### src/rtl/srr_pkg.sv
// Shared constants and types for the status reporting register bank.
// Assumes one 250 MHz clock domain; bus pins are synchronised in the top module.
package srr_pkg;

  ////////////////////////////////////////////////////////////////////////////
  // Address map of the 64-byte block in the upper quarter of A16 space
  localparam logic [1:0] A16_REGION_TOP = 2'b11; // 0xc000 region select
  localparam logic [15:0] A16_REGION_BASE = 16'hc000;
  localparam int BLOCK_SHIFT = 6; // 64 bytes per logical address
  localparam logic [7:0] LOGICAL_ADDRESS_FACTORY = 8'h08;
  localparam logic [5:0] OFF_SUMMARY = 6'h00;
  localparam logic [5:0] OFF_QUES = 6'h02;
  localparam logic [5:0] OFF_EVENT = 6'h04;

  ////////////////////////////////////////////////////////////////////////////
  // Summary status byte bit positions
  localparam int SB_QUES_BIT = 3;
  localparam int SB_EVENT_BIT = 5;
  localparam int SB_RSQ_BIT = 6;
  localparam logic [7:0] SB_USED_MASK = 8'h68;

  // Questionable signal bit positions
  localparam int QUES_INPUT_BIT = 9;
  localparam int QUES_OUTPUT_BIT = 10;
  localparam logic [15:0] QUES_USED_MASK = 16'h0600;
  localparam logic [15:0] QUES_RESET = 16'h0000;

  // Standard event bit positions
  localparam int EV_QUERY_BIT = 2;
  localparam int EV_DEVICE_BIT = 3;
  localparam int EV_EXEC_BIT = 4;
  localparam int EV_CMD_BIT = 5;
  localparam int EV_PON_BIT = 7;
  localparam logic [7:0] EV_USED_MASK = 8'hbc;
  localparam logic [7:0] EV_RESET = 8'h80; // Power-on flag set out of reset

  ////////////////////////////////////////////////////////////////////////////
  // Cycle counts
  localparam logic [1:0] LOGICAL_ADDRESS_CAPTURE_CYCLES = 2'd2; // Switch sync settle

  ////////////////////////////////////////////////////////////////////////////
  // Types
  typedef struct packed {
    logic rd;
    logic wr;
    logic [15:0] addr;
  } srr_bus_req_t;

  typedef struct packed {
    logic query_error_flag;
    logic device_error_flag;
    logic execution_error_flag;
    logic command_error_flag;
  } srr_std_evt_t;

  typedef enum logic {
    ST_IDLE = 1'b0,
    ST_HOLD = 1'b1
  } srr_state_t;

endpackage

### src/rtl/srr_event_reg.sv
// Latched event register with enable mask and summary output.
// Assumes set and clear come from logic on the same clock.
`timescale 1ns/100ps
module srr_event_reg #(
  parameter int W = 8,
  parameter logic [W-1:0] RESET_VAL = '0,
  parameter logic [W-1:0] USED_MASK = '1
) (
  input wire logic clk,
  input wire logic rst,
  input wire logic ce,
  input wire logic [W-1:0] set_bits,
  input wire logic clear,
  input wire logic [W-1:0] enable_mask,
  output logic [W-1:0] event_bits,
  output logic summary
);

  ////////////////////////////////////////////////////////////////////////////
  // One sticky bit per used position; unused positions are tied low
  for (genvar i = 0; i < W; i++) begin : g_bit
    if (USED_MASK[i]) begin : g_used
      logic bit_reg;
      logic bit_next;
      // Set beats clear so an event in the clearing cycle survives
      assign bit_next = set_bits[i] ? 1'b1 : (clear ? 1'b0 : bit_reg);
      always_ff @(posedge clk or posedge rst) begin
        if (rst) begin
          bit_reg <= RESET_VAL[i];
        end else if (ce) begin
          bit_reg <= bit_next;
        end
      end
      assign event_bits[i] = bit_reg;
    end else begin : g_unused
      assign event_bits[i] = 1'b0;
    end
  end

  // Summary is the OR of latched bits gated by the enable mask
  assign summary = |(event_bits & enable_mask);

endmodule

### src/rtl/srr_regs.sv
// Status reporting register bank: summary byte, questionable and standard
// event registers behind an A16 read handshake, plus serial poll.
// Assumes bus and poll strobes are level handshakes from the controller
// pins; event pulses, enables and clear come from same-clock command logic.
//
// Functional notes
// - Summary bit 3: enabled questionable event latched
// - Summary bit 5: enabled standard event latched
// - Summary bit 6 service request, poll clears
// - Summary bits 0-2, 4, 7 read zero
// - Summary bits follow present summarized state
// - Questionable bit 9: input signal absent
// - Questionable bit 10: output absent, others zero
// - Event bits 0, 1, 6 read zero
// - Event bit 2: query error
// - Event bit 3: device dependent error
// - Event bit 4: execution error
// - Event bit 5: command error
// - Event bit 7 set after power on
// - Operation group never reports anything
// - No word serial; direct register reads only
// - Decode 64-byte block, three registers
// - Logical address defaults to eight
`timescale 1ns/100ps
module srr_regs
  import srr_pkg::*;
(
  input wire logic clk,
  input wire logic rst,
  input wire logic ce,
  input wire srr_bus_req_t a16_req,
  output logic [15:0] a16_rd_data,
  output logic a16_ack,
  input wire logic spoll_req,
  output logic [7:0] spoll_data,
  output logic spoll_ack,
  output logic srq_out,
  input wire logic [7:0] logical_address_switch,
  output logic [7:0] logical_address,
  input wire logic input_absent,
  input wire logic output_absent,
  input wire srr_std_evt_t std_evt,
  input wire logic clear_status,
  input wire logic [15:0] ques_enable,
  input wire logic [7:0] event_enable,
  input wire logic [7:0] srq_enable,
  output logic [7:0] summary_byte
);

  ////////////////////////////////////////////////////////////////////////////
  // Pin synchronisers; only stage two is read by any logic
  srr_bus_req_t req_s1_reg;
  srr_bus_req_t req_s2_reg;
  logic [1:0] poll_sync_reg;
  logic [7:0] logical_address_s1_reg;
  logic [7:0] logical_address_s2_reg;
  logic [1:0] in_abs_sync_reg;
  logic [1:0] out_abs_sync_reg;

  always_ff @(posedge clk or posedge rst) begin
    if (rst) begin
      req_s1_reg <= '0;
      req_s2_reg <= '0;
      poll_sync_reg <= 2'h0;
      logical_address_s1_reg <= 8'h00;
      logical_address_s2_reg <= 8'h00;
      in_abs_sync_reg <= 2'h0;
      out_abs_sync_reg <= 2'h0;
    end else if (ce) begin
      req_s1_reg <= a16_req;
      req_s2_reg <= req_s1_reg;
      poll_sync_reg <= {poll_sync_reg[0], spoll_req};
      logical_address_s1_reg <= logical_address_switch;
      logical_address_s2_reg <= logical_address_s1_reg;
      in_abs_sync_reg <= {in_abs_sync_reg[0], input_absent};
      out_abs_sync_reg <= {out_abs_sync_reg[0], output_absent};
    end
  end

  ////////////////////////////////////////////////////////////////////////////
  // Logical address: factory value until the switch has settled, then
  // tracks the synchronised switch every cycle; later switch moves need no reset
  logic [7:0] logical_address_reg;
  logic [7:0] logical_address_next;
  logic [1:0] logical_address_cnt_reg;
  logic [1:0] logical_address_cnt_next;
  logic logical_address_capture;

  assign logical_address_capture = (logical_address_cnt_reg == LOGICAL_ADDRESS_CAPTURE_CYCLES);
  assign logical_address_cnt_next = logical_address_capture ? logical_address_cnt_reg : logical_address_cnt_reg + 2'd1;
  assign logical_address_next = logical_address_capture ? logical_address_s2_reg : logical_address_reg;

  always_ff @(posedge clk or posedge rst) begin
    if (rst) begin
      logical_address_reg <= LOGICAL_ADDRESS_FACTORY;
      logical_address_cnt_reg <= 2'd0;
    end else if (ce) begin
      logical_address_reg <= logical_address_next;
      logical_address_cnt_reg <= logical_address_cnt_next;
    end
  end

  ////////////////////////////////////////////////////////////////////////////
  // Address decode helpers; in_block serves reads and writes, is_reg only reads
  function automatic logic in_block(input logic [15:0] addr, input logic [7:0] la);
    in_block = (addr[15:14] == A16_REGION_TOP) && (addr[13:6] == la);
  endfunction

  function automatic logic is_reg(input logic [15:0] addr);
    is_reg = (addr[5:0] == OFF_SUMMARY) || (addr[5:0] == OFF_QUES) ||
             (addr[5:0] == OFF_EVENT);
  endfunction

  logic block_base_ok;
  logic rd_hit;
  logic wr_hit;
  logic [5:0] offset;

  // Base equals region start plus logical address shifted by block size
  assign block_base_ok = ({A16_REGION_TOP, logical_address_reg, 6'h00} ==
                          (A16_REGION_BASE + {2'b00, logical_address_reg, 6'h00}));
  assign rd_hit = req_s2_reg.rd && in_block(req_s2_reg.addr, logical_address_reg);
  assign wr_hit = req_s2_reg.wr && in_block(req_s2_reg.addr, logical_address_reg);
  assign offset = req_s2_reg.addr[5:0];

  ////////////////////////////////////////////////////////////////////////////
  // Bus handshake: answer a strobe in our block, hold ack until it drops.
  // Requests outside the block get no answer so another module may reply.
  srr_state_t state_reg;
  srr_state_t state_next;
  logic take;
  logic rd_take;
  logic strobe_gone;

  assign take = (state_reg == ST_IDLE) && (rd_hit || wr_hit) && block_base_ok;
  assign rd_take = take && req_s2_reg.rd;
  assign strobe_gone = !req_s2_reg.rd && !req_s2_reg.wr;

  always_comb begin
    state_next = state_reg;
    case (state_reg)
      ST_IDLE: begin
        if (take) begin
          state_next = ST_HOLD;
        end
      end
      ST_HOLD: begin
        if (strobe_gone) begin
          state_next = ST_IDLE;
        end
      end
      default: begin
        state_next = ST_IDLE;
      end
    endcase
  end

  ////////////////////////////////////////////////////////////////////////////
  // Event registers
  logic [15:0] ques_set;
  logic [15:0] ques_bits;
  logic ques_clear;
  logic ques_summary;
  logic [7:0] ev_set;
  logic [7:0] ev_bits;
  logic ev_clear;
  logic ev_summary;

  // Signal loss sets while it lasts, so a read clears only if restored
  always_comb begin
    ques_set = 16'h0000;
    ques_set[QUES_INPUT_BIT] = in_abs_sync_reg[1];
    ques_set[QUES_OUTPUT_BIT] = out_abs_sync_reg[1];
  end

  // Error pulses from the command logic; bits 0, 1 and 6 never set
  always_comb begin
    ev_set = 8'h00;
    ev_set[EV_QUERY_BIT] = std_evt.query_error_flag;
    ev_set[EV_DEVICE_BIT] = std_evt.device_error_flag;
    ev_set[EV_EXEC_BIT] = std_evt.execution_error_flag;
    ev_set[EV_CMD_BIT] = std_evt.command_error_flag;
  end

  // Reading a register clears it, as does a status clear
  assign ques_clear = clear_status || (rd_take && offset == OFF_QUES);
  assign ev_clear = clear_status || (rd_take && offset == OFF_EVENT);

  srr_event_reg #(
    .W(16),
    .RESET_VAL(QUES_RESET),
    .USED_MASK(QUES_USED_MASK)
  ) u_ques (
    .clk(clk),
    .rst(rst),
    .ce(ce),
    .set_bits(ques_set),
    .clear(ques_clear),
    .enable_mask(ques_enable),
    .event_bits(ques_bits),
    .summary(ques_summary)
  );

  // Power-on flag comes from the reset value of bit 7
  srr_event_reg #(
    .W(8),
    .RESET_VAL(EV_RESET),
    .USED_MASK(EV_USED_MASK)
  ) u_event (
    .clk(clk),
    .rst(rst),
    .ce(ce),
    .set_bits(ev_set),
    .clear(ev_clear),
    .enable_mask(event_enable),
    .event_bits(ev_bits),
    .summary(ev_summary)
  );

  ////////////////////////////////////////////////////////////////////////////
  // Service request: a new request latches the summary bit 6 flag,
  // a serial poll clears it; set wins when both land together
  logic [7:0] live_byte;
  logic request;
  logic request_d_reg;
  logic rsq_reg;
  logic rsq_next;
  logic poll_take;
  logic poll_busy_reg;
  logic poll_busy_next;

  // Live summary; unused and operation bits tied low
  always_comb begin
    live_byte = 8'h00;
    live_byte[SB_QUES_BIT] = ques_summary;
    live_byte[SB_EVENT_BIT] = ev_summary;
    live_byte[SB_RSQ_BIT] = rsq_reg;
  end

  assign request = |(live_byte & srq_enable & ~(8'h01 << SB_RSQ_BIT));
  assign poll_take = poll_sync_reg[1] && !poll_busy_reg;
  assign poll_busy_next = poll_sync_reg[1];
  assign rsq_next = (request && !request_d_reg) ? 1'b1 :
                    (poll_take ? 1'b0 : rsq_reg);

  always_ff @(posedge clk or posedge rst) begin
    if (rst) begin
      request_d_reg <= 1'b0;
      rsq_reg <= 1'b0;
      poll_busy_reg <= 1'b0;
    end else if (ce) begin
      request_d_reg <= request;
      rsq_reg <= rsq_next;
      poll_busy_reg <= poll_busy_next;
    end
  end

  ////////////////////////////////////////////////////////////////////////////
  // Read data select; register-based only, no word serial engine
  logic [15:0] rd_word;

  assign rd_word = (offset == OFF_SUMMARY) ? {8'h00, live_byte & SB_USED_MASK} :
                   (offset == OFF_QUES) ? (ques_bits & QUES_USED_MASK) :
                   (offset == OFF_EVENT) ? {8'h00, ev_bits & EV_USED_MASK} :
                   16'h0000;

  ////////////////////////////////////////////////////////////////////////////
  // Registered outputs; summary byte is resampled every cycle so it never
  // holds a stale condition, at the cost of one cycle of lag
  logic [15:0] rd_data_reg;
  logic [15:0] rd_data_next;
  logic ack_reg;
  logic [7:0] poll_data_reg;
  logic [7:0] poll_data_next;
  logic poll_ack_reg;
  logic srq_reg;
  logic [7:0] summary_reg;

  // Writes are acknowledged with zero data; unmapped offsets read zero
  assign rd_data_next = rd_take ? (is_reg(offset) ? rd_word : 16'h0000) :
                        (take ? 16'h0000 : rd_data_reg);
  assign poll_data_next = poll_take ? (live_byte & SB_USED_MASK) : poll_data_reg;

  always_ff @(posedge clk or posedge rst) begin
    if (rst) begin
      state_reg <= ST_IDLE;
      rd_data_reg <= 16'h0000;
      ack_reg <= 1'b0;
      poll_data_reg <= 8'h00;
      poll_ack_reg <= 1'b0;
      srq_reg <= 1'b0;
      summary_reg <= 8'h00;
    end else if (ce) begin
      state_reg <= state_next;
      rd_data_reg <= rd_data_next;
      ack_reg <= (state_next == ST_HOLD);
      poll_data_reg <= poll_data_next;
      poll_ack_reg <= poll_busy_next;
      srq_reg <= rsq_next;
      summary_reg <= live_byte & SB_USED_MASK;
    end
  end

  ////////////////////////////////////////////////////////////////////////////
  // Port drive; the mapped-controller view adds a fixed window offset of
  // 2080768 on the controller side and needs nothing here
  assign a16_rd_data = rd_data_reg;
  assign a16_ack = ack_reg;
  assign spoll_data = poll_data_reg;
  assign spoll_ack = poll_ack_reg;
  assign srq_out = srq_reg;
  assign logical_address = logical_address_reg;
  assign summary_byte = summary_reg;

endmodule

### config.mk
export PLATFORM = sky130hd
export DESIGN_NAME = srr_regs
export DESIGN_NICKNAME = d
export VERILOG_FILES = /design/src/rtl/srr_pkg.sv /design/src/rtl/srr_event_reg.sv /design/src/rtl/srr_regs.sv
export SDC_FILE = /design/constraint.sdc
export NUM_CORES = 1
export LEC_CHECK = 0
export ABC_AREA = 0
export BUFFER_PORTS_ARGS = -buffer_cell sky130_fd_sc_hd__buf_2
export CORE_UTILIZATION = 56
export DETAILED_ROUTE_END_ITERATION = 10
export HOLD_SLACK_MARGIN = 0.15
export PLACE_DENSITY_LB_ADDON = 0.2
export RECOVER_POWER = 50
export SETUP_SLACK_MARGIN = 0.5
export SKIP_LAST_GASP = 1
export SLEW_MARGIN = 10
export SYNTH_ARGS = -nofsm -noshare
export SYNTH_HDL_FRONTEND = slang
export SYNTH_HIERARCHICAL = 1
export SYNTH_SLANG_ARGS = --single-unit
### constraint.sdc
create_clock -name clk -period 4.86 [get_ports clk]
set_input_delay 0.243 -clock clk [delete_from_list [all_inputs] [get_ports clk]]
set_output_delay 0.243 -clock clk [all_outputs]
set_load 0.02 [all_outputs]
==> results of run 1 <==
==> cell type report <==
class                      count  area share
sequential                    93       0.489
multi-input combinational    158       0.300
timing repair buffer         107       0.141
clock buffer                  14      0.0321
tap                           96      0.0252
inverter                      12     0.00973
clock inverter                 1     0.00158
==> worst paths after layout <==
| kind | slack, ps | from | cells after the start | end |
|---|---|---|---|---|
| worst max register to register | 2730 | offset[3] | 6 | u_event/g_bit[2].g_used.bit_reg |
| worst max-delay path | 1700 | ce | 4 | logical_address[4] |
| worst min register to register | 490 | logical_address_cnt_reg[0] | 1 | logical_address_cnt_reg[0] |
| min in group asynchronous | 390 | rst | 3 | u_ques/g_bit[10].g_used.bit_reg |
| worst min-delay path | 280 | srq_enable[5] | 4 | request_d_reg |
| max in group asynchronous | 2770 | rst | 4 | in_abs_sync_reg[1] |
==> power by group <==
group / internal [mW] / switching [mW]
sequential: 0.919 / 0.103
clock: 0.199 / 0.235
combinational: 0.212 / 0.245
==> routing by layer <==
metal / vias up / wire (µm) / global-route usage / part of all wire
met5: - / 0 / 0 / 0
met3: 10 / 180 / 0.0414 / 0.027
met4: 0 / 106 / 0.0909 / 0.016
met1: 1207 / 3030 / 0.261 / 0.45
li1: 1125 / - / - / -
met2: 49 / 3430 / 0.336 / 0.51
==> per-stage QoR <==
step / area [µm²] / power (mW) / util
after global routing: 4760 / 2.02 / 0.701
after CTS: 4800 / 1.95 / 0.706
after floorplan: 4030 / 1.36 / -
final: 4760 / 1.91 / 0.701
after global placement: 4300 / 1.47 / 0.633
after detailed placement: 4300 / 1.49 / 0.633
==> what timing repair did <==
item / in CTS / in global routing
resized for setup: 0 / 0
hold endpoints to repair: 70 / 0
hold buffers: 34 / 0
==> worst max-delay path: cells and delay by family <==
| family | cells | cell delay (ps) |
|---|---|---|
| AND/OR/NAND/NOR | 1 | 590 |
| buffers and inverters | 2 | 2100 |
| multiplexers | 1 | 450 |
==> qor.yml, run 1 <==
status: "finished with violations"
violations: "capacitance limit, slew limit"
fin_cells: 481
ir_drop_v: 0.000258
antenna_found_initial: 0
cts_tree: "yes"
rsz0062_at_grt: "no"
min_period_ps: 3160
crit_type: "in2reg"
arrival_ps: 3390
cts_max_level: 3
end_kind: "flip-flop"
mostFrequentLayoutCell: "dfrtp_1"
gr-total-overflow: 0
diodes: 0
fp.dieW_um: 86.1
power.density_mw_per_mm2: 402
rows: 30
dp_slack_ps: 2790
grt_max_degree: 57
hold_path_class: "in2reg"
die_area_mm2: 0.00741
grt_pass1_wl_um: 11400
p_leak_nw: 2.17
final_cell_mix: "dfrtp_1, mux2_2, buf_2"
cp_cell_sequence: "clkbuf_1 > clkbuf_1 > nand2_1 > mux2_2"
max_freq_mhz: 316
grt.total_usage: 0.203
crit_slowest_cell: "clkbuf_1"
drtAntennaViolNets: 0
avgSynthCellArea_um2: 14.2
via_per_inst: 4.97
area_growth_pct: 20.3
cp.required_ps: 5080
syn-instance-count: 278
worstSkewPairLatency_ps: 340
max_stage_delay_ps: 1170
core_area_mm2: 0.00679
setup_viol: 0
clkTransAtPathRegs_ps: 80
largest_reg_flops: 18
worst_slew_pin_slew_ps: 1500
tns_ps: 0
fin_ws_ps: 1700
start_kind: "input pin"
slew_headroom: -0.00135
wire_per_inst_um: 14.0
fin_crit_sh: 0.651
worst-path-max-fanout: 30
clock_skew_ps: 11.4
first_pass_iters: 4
drive_above_1_share: 0.371
crit_path_frequent_cell: "clkbuf_1"
syn_area_mm2: 0.00396
place_congestion: 0.777
yosysWarningCount: 6
slew_violations: 30
num_vias: 2391
clockBufferDepth: 2
dr.first_iter.drc_count: 69
cts_setup_buffers: 0
multi_input_area_mm2: 0.00143
finalWirelength_um: 6740
holdWs_ps: 275
first_global_vias: 2453
nets: 451
hpwlAfterDp_um: 4480
drc: 0
maxCapViolCount: 1
n_fill_cell: 505
finalHoldViolations: 0
start_util: 0.583
clkSinkCount: 93
cts_made_buffers: 9
die_y_um: 86.1
io_pins: 112
port_buffers: 70
dp_cells: 432
cts_root_buf: "clkbuf_8"
regArea_mm2: 0.00233
(Power assumes the default switching activity.)
==> inputs of run 2 (changes only) <==
Settings changed: CORE_UTILIZATION 56 to 52.
Clock period 4.86 ns to 3 ns, I/O delays scaled along.
==> run 2 against run 1 <==
  * The run still ends with capacitance limit, slew limit left
  * Combinational power is 65% higher
  * Non-clock buffer count is 1 higher
  * Power is 70% higher
  * Sequential share of layout area is 1.1 points lower
  * Clock skew is 1.0 ps lower
==> qor.yml, run 2 (same netlist as run 1, synthesis figures left out) <==
status: "finished with violations"
violations: "capacitance limit, slew limit"
via_per_inst: 4.85
diodes: 0
maxCapViolCount: 1
arrival_ps: 2240
largest_reg_flops: 18
regArea_mm2: 0.00233
dr.first_iter.drc_count: 99
cts_setup_buffers: 0
core_area_mm2: 0.00729
worstHoldStart: "srq_enable[3]"
fp.dieW_um: 89.2
cts_root_buf: "clkbuf_8"
power.density_mw_per_mm2: 670
grtUsageMet2: 0.306
slew_violations: 35
slew_headroom: -0.0424
r2r-start: "offset[3]"
ir_drop_v: 0.000479
r2r_setup_slack_ps: 990
p_leak_nw: 2.25
multi_input_area_mm2: 0.00143
clock_skew_ps: 10.4
grt_max_degree: 53
clockBufferDepth: 2
drive_above_1_share: 0.437
min_period_ps: 2010
gr-total-overflow: 0
crit_type: "in2reg"
cts_tree: "yes"
die_y_um: 89.2
clkTransAtPathRegs_ps: 80
final_core_util: 0.667
final_cell_mix: "dfrtp_1, mux2_2, buf_2"
wire_per_inst_um: 13.4
worst_slew_pin_slew_ps: 1560
holdPathEnd: "request_d_reg"
die_area_mm2: 0.00796
hold_path_class: "in2reg"
finalWirelength_um: 6530
num_vias: 2356
mostFrequentLayoutCell: "dfrtp_1"
tns_ps: 0
place_congestion: 0.710
fin_crit_sh: 0.671
cts_made_buffers: 9
use_met3: 0.0591
setup_viol: 0
io_pins: 112
drc: 0
rows: 31
grt.total_usage: 0.187
area_growth_pct: 22.9
port_buffers: 70
clkSinkCount: 93
cts_max_level: 3
start_util: 0.543
max_freq_mhz: 497
nets: 452
antenna_found_initial: 0
drtAntennaViolNets: 0
r2r_end: "u_event/g_bit[3].g_used.bit_reg"
cp.required_ps: 3230
grt_pass1_wl_um: 11100
critPathLaunch: "ce"
grt-busiest-layer: "met2"
finalInstanceArea_mm2: 0.00486
r2r_cells: 6
first_global_vias: 2318
first_pass_iters: 4
whs_path_depth: 4
worstSkewPairLatency_ps: 350
start_kind: "input pin"
end_kind: "flip-flop"
n_fill_cell: 573
fin_ws_ps: 986
hpwlAfterDp_um: 4410
use_met1: 0.243
postPlaceCellArea_mm2: 0.00432
worst-path-max-fanout: 27
dp_slack_ps: 994
rsz0062_at_grt: "no"
finalHoldViolations: 0
## run 2: area by class of cell
type / instances / area share
sequential: 93 / 0.479
multi-input combinational: 158 / 0.294
timing repair buffer: 108 / 0.149
clock buffer: 11 / 0.0311
tap: 99 / 0.0255
clock inverter: 5 / 0.0121
inverter: 12 / 0.00952
## run 2: per-stage QoR
step           total power [mW]  std cells  hold slack (ps)
3_3_place_gp               2.39        435             36.0
5_1_grt                    3.46        486              173
6_report                   3.26        486              182
3_5_place_dp               2.42        435             39.8
4_1_cts                    3.31        486              158
2_1_floorplan              2.21        296             -109
## run 2: how the worst max path moves through the flow
stage / slack, ps / depth (start not counted) / to
2_1_floorplan: 630 / 1 / a16_ack
3_3_place_gp: 990 / 6 / u_event/g_bit[3].g_used.bit_reg
3_5_place_dp: 990 / 6 / u_event/g_bit[3].g_used.bit_reg
4_1_cts: 980 / 6 / u_event/g_bit[3].g_used.bit_reg
5_1_grt: 800 / 4 / spoll_data[6]
6_report: 990 / 4 / spoll_data[6]
## run 2: routing by layer
metal	part of all wire	up-vias
met5	0	-
met4	0.010	0
met3	0.036	8
met2	0.50	54
met1	0.45	1165
li1	-	1129
## run 2: worst max-delay path, cell delays in order
cell	delay [ps]
buf_4	290
clkbuf_1	1040
nand3b_1	370
mux2_2	370
## run 2: timing repair
| action | in CTS | in global routing |
|---|---|---|
| resized for setup | 0 | 0 |
| hold buffers | 35 | 0 |
| endpoints found under the hold margin | 75 | 0 |
## run 2: where the power goes
| part | total, mW | internal, mW | leakage, nW | switching [mW] |
|---|---|---|---|---|
| Clock | 0.844 | 0.430 | 0.102 | 0.414 |
| Combinational | 0.757 | 0.370 | 1.07 | 0.388 |
| Sequential | 1.66 | 1.49 | 1.08 | 0.166 |
| Total | 3.26 | 2.29 | 2.25 | 0.967 |
